[src/pkg/adc_ctrl_cfg.svh]
`ifndef ADC_CTRL_CFG_SVH
`define ADC_CTRL_CFG_SVH

// Register byte addresses on the AXI4-Lite bus.
`define OFS_CONTROL     8'h00
`define OFS_CONFIG      8'h04
`define OFS_CHANNEL     8'h08
`define OFS_PAIR_CFG    8'h0c
`define OFS_RESULT_HI   8'h10
`define OFS_RESULT_LO   8'h14
`define OFS_IRQ_ENABLE  8'h18

// Control register fields.
`define CTL_ENABLE_BIT  7
`define CTL_LP_TRACK_BIT 6
`define CTL_DONE_BIT    5
`define CTL_BUSY_BIT    4
`define CTL_SRC_HI_BIT  3
`define CTL_SRC_LO_BIT  2
`define CTL_LJUST_BIT   0

// Configuration register fields and reset values.
`define CFG_DIV_MSB     7
`define CFG_DIV_LSB     3
`define CFG_GAIN_MSB    2
`define CFG_RESET       8'hf8
`define PAIR_RESET      4'h0
`define CHANNEL_RESET   4'h0
`define TEMP_SENSOR_BIT 3

// Start source codes.
`define SRC_BUSY_WRITE  2'b00
`define SRC_TIMER3      2'b01
`define SRC_STROBE      2'b10
`define SRC_TIMER2      2'b11

// Converter figures.
`define RESULT_BITS     10
`define SAR_MIDSCALE    10'h200
`define TRACK_SAR_CLKS  2'd3
`define CONV_SAR_CLKS   4'd10
`define CLK_PERIOD_NS   10
`define MAX_RATE_KSPS   100
`define MIN_CONV_PERIOD_NS (1000000 / `MAX_RATE_KSPS)
`define MIN_CONV_CYCLES \
  ((`MIN_CONV_PERIOD_NS + `CLK_PERIOD_NS - 1) / `CLK_PERIOD_NS)

`define RESP_OKAY       2'b00
`define RESP_SLVERR     2'b10

`endif

[src/pkg/adc_types_pkg.sv]
package adc_types_pkg;

  typedef enum logic [1:0] {
    ST_IDLE   = 2'b00,
    ST_TRACK  = 2'b01,
    ST_CONV   = 2'b11,
    ST_FINISH = 2'b10
  } sar_state_e;

  typedef enum logic [2:0] {
    GAIN_X1   = 3'h0,
    GAIN_X2   = 3'h1,
    GAIN_X4   = 3'h2,
    GAIN_X8   = 3'h3,
    GAIN_X16  = 3'h4,
    GAIN_HALF = 3'h5
  } gain_e;

endpackage

[src/pkg/sar_if.sv]
`timescale 1ns/100ps

interface sar_if;
  logic       enable;
  logic       start;
  logic       skip_track;
  logic [4:0] div;
  logic       comp_hi;
  logic       busy;
  logic       tracking;
  logic       done;
  logic [9:0] code;

  modport engine (
    input  enable, start, skip_track, div, comp_hi,
    output busy, tracking, done, code
  );
  modport ctrl (
    output enable, start, skip_track, div, comp_hi,
    input  busy, tracking, done, code
  );
endinterface

[src/rtl/sar_engine.sv]
`timescale 1ns/100ps
`include "adc_ctrl_cfg.svh"

module sar_engine (
  input wire logic aclk,
  input wire logic aresetn,
  sar_if.engine    sar
);

  adc_types_pkg::sar_state_e state_ff;
  logic [4:0] div_lat_ff;
  logic [4:0] div_cnt_ff;
  logic [1:0] trk_cnt_ff;
  logic [3:0] bit_ff;
  logic [9:0] code_ff;
  logic       tick;

  // One SAR clock lasts div + 1 system clocks.
  assign tick = (div_cnt_ff == div_lat_ff);

  always_ff @(posedge aclk) begin
    if (!aresetn || state_ff == adc_types_pkg::ST_IDLE || tick) begin
      div_cnt_ff <= 5'h00;
    end else begin
      div_cnt_ff <= div_cnt_ff + 5'h01;
    end
  end

  always_ff @(posedge aclk) begin
    if (!aresetn) begin
      state_ff   <= adc_types_pkg::ST_IDLE;
      div_lat_ff <= 5'h1f;
      trk_cnt_ff <= 2'h0;
      bit_ff     <= 4'h0;
      code_ff    <= 10'h000;
    end else if (!sar.enable) begin
      state_ff <= adc_types_pkg::ST_IDLE;
    end else begin
      case (state_ff)
        adc_types_pkg::ST_IDLE: begin
          if (sar.start) begin
            div_lat_ff <= sar.div;
            trk_cnt_ff <= 2'h0;
            if (sar.skip_track) begin
              state_ff <= adc_types_pkg::ST_CONV;
              code_ff  <= `SAR_MIDSCALE;
              bit_ff   <= 4'h9;
            end else begin
              state_ff <= adc_types_pkg::ST_TRACK;
            end
          end
        end
        adc_types_pkg::ST_TRACK: begin
          if (tick) begin
            if (trk_cnt_ff == `TRACK_SAR_CLKS - 2'd1) begin
              state_ff <= adc_types_pkg::ST_CONV;
              code_ff  <= `SAR_MIDSCALE;
              bit_ff   <= 4'h9;
            end else begin
              trk_cnt_ff <= trk_cnt_ff + 2'h1;
            end
          end
        end
        adc_types_pkg::ST_CONV: begin
          if (tick) begin
            // Keep the trial bit only if the input is above the trial level.
            code_ff[bit_ff] <= sar.comp_hi;
            if (bit_ff == 4'h0) begin
              state_ff <= adc_types_pkg::ST_FINISH;
            end else begin
              code_ff[bit_ff - 4'h1] <= 1'b1;
              bit_ff <= bit_ff - 4'h1;
            end
          end
        end
        default: begin
          state_ff <= adc_types_pkg::ST_IDLE;
        end
      endcase
    end
  end

  assign sar.busy     = (state_ff != adc_types_pkg::ST_IDLE);
  assign sar.tracking = (state_ff == adc_types_pkg::ST_TRACK);
  assign sar.done     = (state_ff == adc_types_pkg::ST_FINISH);
  assign sar.code     = code_ff;

  // Checking helpers.
  logic [5:0] gap_ff;
  logic [2:0] trk_seen_ff;
  logic [3:0] conv_seen_ff;

  always_ff @(posedge aclk) begin
    if (!aresetn || state_ff == adc_types_pkg::ST_IDLE) begin
      gap_ff       <= 6'h00;
      trk_seen_ff  <= 3'h0;
      conv_seen_ff <= 4'h0;
    end else begin
      gap_ff       <= tick ? 6'h00 : gap_ff + 6'h01;
      trk_seen_ff  <= trk_seen_ff + 3'(tick && sar.tracking);
      conv_seen_ff <= conv_seen_ff +
                      4'(tick && state_ff == adc_types_pkg::ST_CONV);
    end
  end
endmodule

[src/rtl/sar_adc_ctrl.sv]
// The placing of the registers and the AXI4-Lite interface to the registers were decided locally.
`timescale 1ns/100ps
`include "adc_ctrl_cfg.svh"

// Function
// - Converter runs only while enabled.
// - Nine-way mux, eight inputs plus sensor.
// - Pairs single-ended or differential; reset single-ended.
// - Gain selectable 0.5 to 16, reset unity.
// - Sensor channel routed through programmed gain.
// - Ten-bit successive approximation after track-hold.
// - At most 100 ksps conversion rate.
// - SAR clock divided from system clock.
// - One start source chosen by mode bits.
// - Busy high during conversion, low after.
// - Busy falling sets done flag, interrupt.
// - Result left or right justified.
// - Track continuously when idle, normal mode.
// - Low-power mode tracks three SAR clocks first.
// - Strobe low-power: track low, convert rising.
// - No tracking during chip standby.
// - Start code map busy, T3, strobe, T2.
// - Gain code decode table.
// - SAR period is divider plus one.
module sar_adc_ctrl #(
  parameter int ADDR_W          = 8,
  parameter int MIN_CONV_CYCLES = `MIN_CONV_CYCLES
) (
  input  wire logic              aclk,
  input  wire logic              aresetn,
  input  wire logic [ADDR_W-1:0] awaddr,
  input  wire logic [2:0]        awprot,
  input  wire logic              awvalid,
  output logic                   awready,
  input  wire logic [31:0]       wdata,
  input  wire logic [3:0]        wstrb,
  input  wire logic              wvalid,
  output logic                   wready,
  output logic [1:0]             bresp,
  output logic                   bvalid,
  input  wire logic              bready,
  input  wire logic [ADDR_W-1:0] araddr,
  input  wire logic [2:0]        arprot,
  input  wire logic              arvalid,
  output logic                   arready,
  output logic [31:0]            rdata,
  output logic [1:0]             rresp,
  output logic                   rvalid,
  input  wire logic              rready,
  input  wire logic              timer2_overflow,
  input  wire logic              timer3_overflow,
  input  wire logic              external_convert_strobe,
  input  wire logic              chip_standby,
  input  wire logic              comparator_out,
  output logic                   conv_unit_enable,
  output logic                   track_hold_sample,
  output logic [3:0]             channel_address_field,
  output logic                   mux_differential,
  output logic                   temp_sensor_select,
  output logic [2:0]             amp_gain_select,
  output logic [9:0]             sar_trial_code,
  output logic                   conv_irq
);

  localparam int HOLD_W = $clog2(MIN_CONV_CYCLES + 1);

  logic              awready_ff, wready_ff, bvalid_ff, arready_ff, rvalid_ff;
  logic [1:0]        bresp_ff, rresp_ff;
  logic [7:0]        rdata_ff;
  logic              aw_got_ff, w_got_ff, wstrb0_ff;
  logic [ADDR_W-1:0] waddr_ff;
  logic [7:0]        wbyte_ff;
  logic              en_ff, tm_ff, done_ff, ljst_ff, irq_en_ff;
  logic [1:0]        src_ff;
  logic [7:0]        cfg_ff;
  logic [3:0]        pair_ff;
  logic [7:0]        res_hi_ff, res_lo_ff;
  logic              strobe_meta_ff, strobe_sync_ff, strobe_prev_ff;
  logic              comp_meta_ff, comp_sync_ff;
  logic [HOLD_W-1:0] holdoff_ff;
  logic              track_ff, diff_ff, temp_ff, irq_ff;
  logic [2:0]        gain_ff;
  logic [9:0]        trial_ff;
  logic [3:0]        chan_ff;

  sar_if sar ();

  sar_engine u_engine (
    .aclk    (aclk),
    .aresetn (aresetn),
    .sar     (sar)
  );

  // Write channel: address and data are taken in either order.
  wire aw_take   = awvalid && awready_ff;
  wire w_take    = wvalid && wready_ff;
  wire wr_fire   = aw_got_ff && w_got_ff && !bvalid_ff;
  wire wr_en     = wr_fire && wstrb0_ff;
  wire wr_ctrl   = wr_en && waddr_ff == `OFS_CONTROL;
  wire wr_cfg    = wr_en && waddr_ff == `OFS_CONFIG;
  wire wr_chan   = wr_en && waddr_ff == `OFS_CHANNEL;
  wire wr_pair   = wr_en && waddr_ff == `OFS_PAIR_CFG;
  wire wr_irqen  = wr_en && waddr_ff == `OFS_IRQ_ENABLE;
  wire wr_hit    = waddr_ff == `OFS_CONTROL || waddr_ff == `OFS_CONFIG ||
                   waddr_ff == `OFS_CHANNEL || waddr_ff == `OFS_PAIR_CFG ||
                   waddr_ff == `OFS_RESULT_HI ||
                   waddr_ff == `OFS_RESULT_LO ||
                   waddr_ff == `OFS_IRQ_ENABLE;
  wire nxt_aw_got = (aw_got_ff || aw_take) && !wr_fire;
  wire nxt_w_got  = (w_got_ff || w_take) && !wr_fire;
  wire nxt_bvalid = wr_fire || (bvalid_ff && !bready);
  wire ar_take    = arvalid && arready_ff;
  wire nxt_rvalid = ar_take || (rvalid_ff && !rready);

  always_ff @(posedge aclk) begin
    if (!aresetn) begin
      aw_got_ff  <= 1'b0;
      w_got_ff   <= 1'b0;
      bvalid_ff  <= 1'b0;
      awready_ff <= 1'b0;
      wready_ff  <= 1'b0;
      rvalid_ff  <= 1'b0;
      arready_ff <= 1'b0;
    end else begin
      aw_got_ff  <= nxt_aw_got;
      w_got_ff   <= nxt_w_got;
      bvalid_ff  <= nxt_bvalid;
      awready_ff <= !nxt_aw_got && !nxt_bvalid;
      wready_ff  <= !nxt_w_got && !nxt_bvalid;
      rvalid_ff  <= nxt_rvalid;
      arready_ff <= !nxt_rvalid;
    end
  end

  always_ff @(posedge aclk) begin
    if (!aresetn) begin
      waddr_ff  <= '0;
      wbyte_ff  <= 8'h00;
      wstrb0_ff <= 1'b0;
      bresp_ff  <= `RESP_OKAY;
    end else begin
      if (aw_take) waddr_ff <= awaddr;
      if (w_take) wbyte_ff <= wdata[7:0];
      if (w_take) wstrb0_ff <= wstrb[0];
      if (wr_fire) bresp_ff <= wr_hit ? `RESP_OKAY : `RESP_SLVERR;
    end
  end

  // Read decode.
  wire [7:0] ctrl_rd = {en_ff, tm_ff, done_ff, sar.busy, src_ff, 1'b0,
                        ljst_ff};
  wire rd_hit = araddr == `OFS_CONTROL || araddr == `OFS_CONFIG ||
                araddr == `OFS_CHANNEL || araddr == `OFS_PAIR_CFG ||
                araddr == `OFS_RESULT_HI || araddr == `OFS_RESULT_LO ||
                araddr == `OFS_IRQ_ENABLE;
  wire [7:0] rd_byte =
    (araddr == `OFS_CONTROL)   ? ctrl_rd :
    (araddr == `OFS_CONFIG)    ? cfg_ff :
    (araddr == `OFS_CHANNEL)   ? {4'h0, chan_ff} :
    (araddr == `OFS_PAIR_CFG)  ? {4'h0, pair_ff} :
    (araddr == `OFS_RESULT_HI) ? res_hi_ff :
    (araddr == `OFS_RESULT_LO) ? res_lo_ff :
    (araddr == `OFS_IRQ_ENABLE) ? {7'h00, irq_en_ff} : 8'h00;

  always_ff @(posedge aclk) begin
    if (!aresetn) begin
      rdata_ff <= 8'h00;
      rresp_ff <= `RESP_OKAY;
    end else if (ar_take) begin
      rdata_ff <= rd_byte;
      rresp_ff <= rd_hit ? `RESP_OKAY : `RESP_SLVERR;
    end
  end

  // Control and configuration registers.
  always_ff @(posedge aclk) begin
    if (!aresetn) begin
      en_ff     <= 1'b0;
      tm_ff     <= 1'b0;
      src_ff    <= `SRC_BUSY_WRITE;
      ljst_ff   <= 1'b0;
      cfg_ff    <= `CFG_RESET;
      chan_ff   <= `CHANNEL_RESET;
      pair_ff   <= `PAIR_RESET;
      irq_en_ff <= 1'b0;
    end else begin
      if (wr_ctrl) begin
        en_ff   <= wbyte_ff[`CTL_ENABLE_BIT];
        tm_ff   <= wbyte_ff[`CTL_LP_TRACK_BIT];
        src_ff  <= wbyte_ff[`CTL_SRC_HI_BIT:`CTL_SRC_LO_BIT];
        ljst_ff <= wbyte_ff[`CTL_LJUST_BIT];
      end
      if (wr_cfg) cfg_ff <= wbyte_ff;
      if (wr_chan) chan_ff <= wbyte_ff[3:0];
      if (wr_pair) pair_ff <= wbyte_ff[3:0];
      if (wr_irqen) irq_en_ff <= wbyte_ff[0];
    end
  end

  // Pins from outside the clock domain.
  always_ff @(posedge aclk) begin
    if (!aresetn) begin
      strobe_meta_ff <= 1'b1;
      strobe_sync_ff <= 1'b1;
      strobe_prev_ff <= 1'b1;
      comp_meta_ff   <= 1'b0;
      comp_sync_ff   <= 1'b0;
    end else begin
      strobe_meta_ff <= external_convert_strobe;
      strobe_sync_ff <= strobe_meta_ff;
      strobe_prev_ff <= strobe_sync_ff;
      comp_meta_ff   <= comparator_out;
      comp_sync_ff   <= comp_meta_ff;
    end
  end

  // Start-of-conversion selection.
  wire sw_start    = wr_ctrl && wbyte_ff[`CTL_BUSY_BIT] &&
                     src_ff == `SRC_BUSY_WRITE;
  wire strobe_rise = strobe_sync_ff && !strobe_prev_ff;
  wire trigger     = (src_ff == `SRC_BUSY_WRITE) ? sw_start :
                     (src_ff == `SRC_TIMER3)     ? timer3_overflow :
                     (src_ff == `SRC_STROBE)     ? strobe_rise :
                                                   timer2_overflow;
  wire start_req   = trigger && en_ff && !sar.busy &&
                     holdoff_ff == '0;
  wire lp_strobe   = tm_ff && src_ff == `SRC_STROBE;

  assign sar.enable     = en_ff;
  assign sar.start      = start_req;
  assign sar.skip_track = !tm_ff || lp_strobe;
  assign sar.div        = cfg_ff[`CFG_DIV_MSB:`CFG_DIV_LSB];
  assign sar.comp_hi    = comp_sync_ff;

  // Back-to-back starts are spaced so the throughput cap holds.
  always_ff @(posedge aclk) begin
    if (!aresetn) begin
      holdoff_ff <= '0;
    end else if (start_req) begin
      holdoff_ff <= HOLD_W'(MIN_CONV_CYCLES - 1);
    end else if (holdoff_ff != '0) begin
      holdoff_ff <= holdoff_ff - HOLD_W'(1);
    end
  end

  // Completion flag: a completion in the clearing cycle still sets it.
  wire nxt_done = sar.done ? 1'b1 :
                  wr_ctrl ? wbyte_ff[`CTL_DONE_BIT] : done_ff;

  // Result formatting.
  wire       is_temp = chan_ff[`TEMP_SENSOR_BIT];
  wire       is_diff = !is_temp && pair_ff[chan_ff[2:1]];
  wire [9:0] value   = is_diff ? {~sar.code[9], sar.code[8:0]} :
                                 sar.code;
  wire       sign    = is_diff && value[9];
  wire [15:0] res16  = ljst_ff ? {value, 6'h00} :
                                 {{6{sign}}, value};

  always_ff @(posedge aclk) begin
    if (!aresetn) begin
      done_ff   <= 1'b0;
      res_hi_ff <= 8'h00;
      res_lo_ff <= 8'h00;
      irq_ff    <= 1'b0;
    end else begin
      done_ff <= nxt_done;
      irq_ff  <= nxt_done && irq_en_ff;
      if (sar.done) begin
        res_hi_ff <= res16[15:8];
        res_lo_ff <= res16[7:0];
      end
    end
  end

  // Track-and-hold and analog front-end controls.
  wire nxt_track = en_ff && !chip_standby &&
                   (sar.tracking ||
                    (!sar.busy && (!tm_ff ||
                     (lp_strobe && !strobe_sync_ff))));
  wire [2:0] gcode = cfg_ff[`CFG_GAIN_MSB:0];
  wire [2:0] gain_dec = gcode[2] ?
    (gcode[1] ? 3'(adc_types_pkg::GAIN_HALF) :
                3'(adc_types_pkg::GAIN_X16)) : gcode;

  always_ff @(posedge aclk) begin
    if (!aresetn) begin
      track_ff <= 1'b0;
      diff_ff  <= 1'b0;
      temp_ff  <= 1'b0;
      gain_ff  <= 3'(adc_types_pkg::GAIN_X1);
      trial_ff <= 10'h000;
    end else begin
      track_ff <= nxt_track;
      diff_ff  <= is_diff;
      temp_ff  <= is_temp;
      gain_ff  <= gain_dec;
      trial_ff <= sar.code;
    end
  end

  assign awready               = awready_ff;
  assign wready                = wready_ff;
  assign bvalid                = bvalid_ff;
  assign bresp                 = bresp_ff;
  assign arready               = arready_ff;
  assign rvalid                = rvalid_ff;
  assign rresp                 = rresp_ff;
  assign rdata                 = {24'h000000, rdata_ff};
  assign conv_unit_enable      = en_ff;
  assign track_hold_sample     = track_ff;
  assign channel_address_field = chan_ff;
  assign mux_differential      = diff_ff;
  assign temp_sensor_select    = temp_ff;
  assign amp_gain_select       = gain_ff;
  assign sar_trial_code        = trial_ff;
  assign conv_irq              = irq_ff;
endmodule

[config.mk]
export PLATFORM = sky130hd
export DESIGN_NAME = sar_adc_ctrl
export DESIGN_NICKNAME = d
export VERILOG_FILES = /design/src/pkg/adc_types_pkg.sv /design/src/pkg/sar_if.sv /design/src/rtl/sar_engine.sv /design/src/rtl/sar_adc_ctrl.sv
export VERILOG_INCLUDE_DIRS = /design/src /design/src/pkg
export SDC_FILE = /design/constraint.sdc
export NUM_CORES = 1
export LEC_CHECK = 0
export BUFFER_PORTS_ARGS = -buffer_cell sky130_fd_sc_hd__buf_2
export CORE_MARGIN = 3
export CORE_UTILIZATION = 30
export CTS_CLUSTER_DIAMETER = 200
export DETAILED_ROUTE_END_ITERATION = 12
export PLACE_DENSITY_LB_ADDON = 0.05
export SYNTH_ARGS = -nofsm -noshare
export SYNTH_HDL_FRONTEND = slang
export SYNTH_SLANG_ARGS = --single-unit
[constraint.sdc]
create_clock -name aclk -period 5.43 [get_ports aclk]
set_clock_uncertainty 0.2 [all_clocks]
set_input_delay 1.629 -clock aclk [delete_from_list [all_inputs] [get_ports aclk]]
set_output_delay 1.629 -clock aclk [all_outputs]
set_load 0.005 [all_outputs]
Word level (Yosys, flattened, before mapping)
Cells that the tools add are included.
Word-level totals
  output and inout port bits: 63
  bits of input ports: 70
  flip-flop bits (word level): 135
  logic and storage cells: 223
Cells by class
  magnitude comparators: 5
  muxes and demuxes: 52
  bitwise gates (word level): 3
  $add $sub $neg: 4
  reduce and logical (&&, ||, !) cells: 88
  equality and inequality tests: 27
Operator list (number)
  2-to-1 mux 10 bit: 9
  equality test 8 x 5 -> 1 bit (second input constant): 6
  2-to-1 mux 8 bit: 6
  logical AND 1 bit: 33
  equality test 8 x 4 -> 1 bit (second input constant): 4
  case mux 10 bit (3 select lines): 1
  2-to-1 mux 2 bit: 12
  2-to-1 mux 4 bit: 6
  logical OR 1 bit: 21
  equality test 8 x 3 -> 1 bit (second input constant): 2
  zero test 8 bit: 2
  2-to-1 mux 16 bit: 1
  zero test 1 bit: 15
  case mux 4 bit (3 select lines): 1
  bitwise mux 10 bit: 1
  zero test 10 bit: 1
  < comparator 4 x 5 -> 1 bit (second input constant): 2
  2-to-1 mux 1 bit: 10
  bitwise OR 10 bit: 1
  AND reduction 5 bit: 2
  nonzero test 10 bit: 1
  subtractor 10 x 1 -> 10 bit (second input constant): 1
  demux 1 bit (select 4 bit): 2
  equality test 2 bit (second input constant): 4
  other kinds (22): 35

Logic depth before layout (Yosys ltp)
  depth after elaboration: 12
  mapped depth: 9
  depth with buffers taken out: 8

Modules after synthesis
Synthesis repeated with hierarchy kept, for this count alone.
Second synthesis, totals
  cells, all modules: 714
  area total of the unflattened synthesis: 6175.9 sq um
Modules (own cells, without submodules)
  sar_adc_ctrl: cells each 509, times used 1, seq. area each 2102.0 sq um, area an instance 4444.3 sq um
  sar_engine: cells each 205, times used 1, seq. area each 560.5 sq um, area an instance 1731.7 sq um

Least setup slack after synthesis
Ideal clock, no wire load.
  path kind: in2reg
  start point: in araddr[2]
  end point: reg rdata_ff[0]
  data arrival time: 2883 ps
  slack: 2219 ps
  buffers on the path: 1
  stages on the path: 5
  data required time: 5102 ps
  setup time: 128 ps
  cell sequence: clkbuf_1 mux4_2 mux2_2 a22oi_1 nor2_1
On the way
  cells in the longest elaborated chain, start to end: 8
  elaborated cells on any way between the ends: 14
  classes of those cells: eq/ne: 6; mux: 7; reduce/logical: 1
RTL lines
  from (decl): line sar_adc_ctrl.sv:42  | input wire logic [ADDR_W-1:0] araddr,
  equality test 8 x 5 -> 1 bit (no line)
  2-to-1 mux 1 bit: line sar_adc_ctrl.sv:163  | (araddr == `OFS_IRQ_ENABLE) ? {7'h00, irq_en_ff} : 8'h00;
  2-to-1 mux 8 bit: line sar_adc_ctrl.sv:162  | (araddr == `OFS_RESULT_LO) ? res_lo_ff :
  2-to-1 mux 8 bit: line sar_adc_ctrl.sv:161  | (araddr == `OFS_RESULT_HI) ? res_hi_ff :
  2-to-1 mux 8 bit: line sar_adc_ctrl.sv:160  | (araddr == `OFS_PAIR_CFG) ? {4'h0, pair_ff} :
  2-to-1 mux 8 bit: line sar_adc_ctrl.sv:159  | (araddr == `OFS_CHANNEL) ? {4'h0, chan_ff} :
  2-to-1 mux 8 bit: line sar_adc_ctrl.sv:158  | (araddr == `OFS_CONFIG) ? cfg_ff :
  2-to-1 mux 8 bit *: line sar_adc_ctrl.sv:157  | (araddr == `OFS_CONTROL) ? ctrl_rd :
  to (signal assigned): line sar_adc_ctrl.sv:170  | rdata_ff <= rd_byte;
  to (decl): line sar_adc_ctrl.sv:69  | logic [7:0] rdata_ff;
Every way passes the cells marked *; elsewhere a longest branch is shown, timed or not.
A chain may end at the register's enable or synchronous reset.

Worst setup path after layout
  start point: in araddr[7]
  end point: reg rdata_ff[5]
On the way
  cells in the longest elaborated chain, start to end: 7
  elaborated cells on any way between the ends: 12
  classes of those cells: eq/ne: 5; mux: 6; reduce/logical: 1
RTL lines (line)
  equality test 8 x 5 -> 1 bit (no line)
  2-to-1 mux 8 bit: sar_adc_ctrl.sv:162
  2-to-1 mux 8 bit: sar_adc_ctrl.sv:161
  2-to-1 mux 8 bit: sar_adc_ctrl.sv:160
  2-to-1 mux 8 bit: sar_adc_ctrl.sv:159
  2-to-1 mux 8 bit: sar_adc_ctrl.sv:158
  2-to-1 mux 8 bit *: sar_adc_ctrl.sv:157
Marked as above.

==> out/metrics.csv <==
stage,metric,value,unit
finish,Multi-input gate area,0.00304,sq mm
die,die footprint,0.0218,sq mm
logic_synthesis,Yosys cell types,56,
clock_tree,post-CTS setup buffers,0,
finish,Area Growth Syn to Fin,18.1,%
logic_synthesis,commonest cells in the netlist,"dfxtp_1, nand2_1, nor2_1",
hold_path,worst min path class,flip-flop to flip-flop,
detailed_routing,DR vias/cell,4.71,
logic_synthesis,Yosys reg bits,133,
logic_synthesis,Synth top area share,44.3,%
logic_synthesis,Main synth FF type,dfxtp_1,
global_routing,total grt overflow,0,
finish,fillers,2083,
critical_path,critical path capture point type,flip-flop,
logic_synthesis,"top cells by area, synth","dfxtp_1, mux2i_1, nand2_1",
critical_path,CP Max Fanout,4,
place,gpl congestion,0.801,
sta,Final TNS setup,0,ns
critical_path,worst path required time,5.57,ns
finish,Final Util,36.3,%
finish,register area,0.00266,sq mm
logic_synthesis,Syn Inst Count,682,
power_and_ir_drop,Cell Pwr Density,354,mW/mm^2
die,core area,0.0196,sq mm
sta,Slew headroom,49.4,%
die,Top Ports,133,
critical_path,Worst Setup Start Kind,input port,
place,Post-DP HPWL,11.3,mm
sta,fmax,328,MHz
logic_synthesis,"count leader, synth",dfxtp_1,
sta,final worst-path cycle share,56.2,%
global_routing,antenna violations before repair,0,
clock_tree,Max Root-Sink Buffers,2,
sta,RSZ-0062 raised after global routing,false,
logic_synthesis,"Seq/Total Area, Yosys",44.3,%
detailed_routing,WL per Instance,15.4,um
clock_tree,hold_buf cts,0,
finish,share of layout cells above drive strength 1,17.2,%
clock_tree,CTS Root Cell,clkbuf_16,
finish,Ant. Diodes,0,
sta,min Tclk post-route,3.05,ns
die,Core Rows,51,
detailed_routing,via count,4799,
logic_synthesis,mapped cell area,0.00601,sq mm
clock_tree,worst skew pair latency,0.41,ns
finish,Final nets,823,
clock_tree,"Reg clk slew, reported paths",0.06,ns
detailed_routing,final wirelength,15.7,mm
sta,max-slew violations,0,
logic_synthesis,Avg Inst Size Synth,8.82,sq um
critical_path,critical path arrival,3.19,ns
logic_synthesis,ys async rst share,0,%
sta,# setup viols final,0,
sta,Setup WS post-layout,2.38,ns
place,Setup WS pre-CTS,1.94,ns
global_routing,largest net degree at the start of global routing,67,
detailed_routing,Final ANT Viol Nets,0,
clock_tree,post-CTS sizing,0,
clock_tree,H-tree depth,4,
finish,Non-Filler Instances,1019,
power_and_ir_drop,leakage power,3.09,nW
sta,Final Hold Viols,0,
global_routing,vias in the first global route,4742,
clock_tree,Inserted Clock Buffers,17,
die,die width,148,um
global_routing,first-pass GRT wire length,25.2,mm
detailed_routing,drt first-iter violations,171,
place,DP Cell Count,989,
detailed_routing,DRC errors left,0,
die,Die Y,148,um
logic_synthesis,Synth area leader,dfxtp_1,
place,Post-DP Area,0.00650,sq mm
finish,post-route design area,0.00710,sq mm
clock_tree,TritonCTS clock tree,built,
critical_path,crit path kind,input port to flip-flop,
global_routing,GRT Resource Usage Total,14.5,%
place,IO buf count,73,
logic_synthesis,synth warn,0,
logic_synthesis,"EDFF count, synth",0,
die,starting density of the core,30.7,%
sta,Slew @ Worst Pin,0.759,ns
detailed_routing,Detailed Routing Iterations Pass 1,5,
power_and_ir_drop,VDD IR max,0.200,mV
outcome,outcome,"finished, final reports clean",
run,max-cap violations,0,
clock_tree,CTS sink count,133,
layer usage:
| metal | global-route usage, % | routed length [um] | part of all wire (%) | up-vias |
|---|---|---|---|---|
| met5 | 0 | 0 | 0 | - |
| met4 | 4.66 | 150 | 0.95 | 0 |
| met3 | 3.34 | 547 | 3.5 | 10 |
| met2 | 22.8 | 7200 | 46 | 95 |
| met1 | 19.9 | 7810 | 50 | 2265 |
| li1 | - | - | - | 2429 |
report_power, final:
part | internal (mW) | switching [mW] | leakage [nW]
clock network | 0.752 | 0.418 | 0.299
registers | 1.02 | 0.0411 | 1.08
logic | 0.120 | 0.166 | 1.71
final cells by class:
| type | instances | area share (%) |
|---|---|---|
| Clock inverter | 9 | 1.80 |
| Tap cell | 265 | 4.67 |
| Clock buffer | 21 | 6.62 |
| Sequential cell | 133 | 37.5 |
| Timing Repair Buffer | 76 | 5.46 |
| Inverter | 23 | 1.22 |
| Multi-Input combinational cell | 492 | 42.8 |
worst paths after layout:
| check | from | end | slack, ns | cells after the start |
|---|---|---|---|---|
| worst max-delay path | araddr[7] | rdata_ff[5]$_SDFFE_PN0P_ | 2.38 | 7 |
| worst min-delay path | strobe_meta_ff$_SDFF_PN1_ | strobe_sync_ff$_SDFF_PN1_ | 0.22 | 1 |
| worst max register to register | src_ff[0]$_SDFFE_PN0N_ | holdoff_ff[7]$_SDFFE_PN0P_ | 2.91 | 6 |
| worst min register to register | strobe_meta_ff$_SDFF_PN1_ | strobe_sync_ff$_SDFF_PN1_ | 0.22 | 1 |
flip-flops by register name (all words and copies together) (netlist names), 8 cells and up:
name               flops
cfg_ff                 8
sar_trial_code        10
u_engine.sar.code     10
res_hi_ff              8
res_lo_ff              8
wbyte_ff               8
waddr_ff               8
rdata_ff               8
holdoff_ff            10
layout by cell type (no fill, tap or decap), types with 11 or more instances in the layout:
cell type	instances
nor3_1	11
nor2_1	66
o21ai_0	29
mux2i_1	49
a21oi_1	53
conb_1	26
inv_1	22
dfxtp_1	133
buf_2	73
nand3_1	12
and2_1	12
clkbuf_16	17
nand2_1	97
stage by stage:
| step | power (mW) | hold slack (ns) |
|---|---|---|
| 2_1_floorplan | 1.31 | 0.186 |
| 3_3_place_gp | 1.36 | 0.201 |
| 3_5_place_dp | 1.37 | 0.206 |
| 4_1_cts | 2.55 | 0.221 |
| 5_1_grt | 2.64 | 0.243 |
| 6_report | 2.52 | 0.218 |
worst max-delay path, cell delays in order:
cell     delay [ns]
buf_2          0.09
or3_1          0.39
or3_1          0.38
or2_2          0.33
nor3b_1        0.21
a21oi_1        0.06
nor2_1         0.09
logic make-up after synthesis:
logic type | count (synthesis) | share of synthesized area [%]
flops | 133 | 44.3
fa+ha+maj | 10 | 2.08
buf+inv | 82 | 6.78
mux | 64 | 12.3
simple gates | 248 | 19.3
compound gates | 133 | 13.6
xor+xnor | 11 | 1.60
other cells | 1 | 0.0624
No activity file was read; power rests on OpenSTA's default activity.
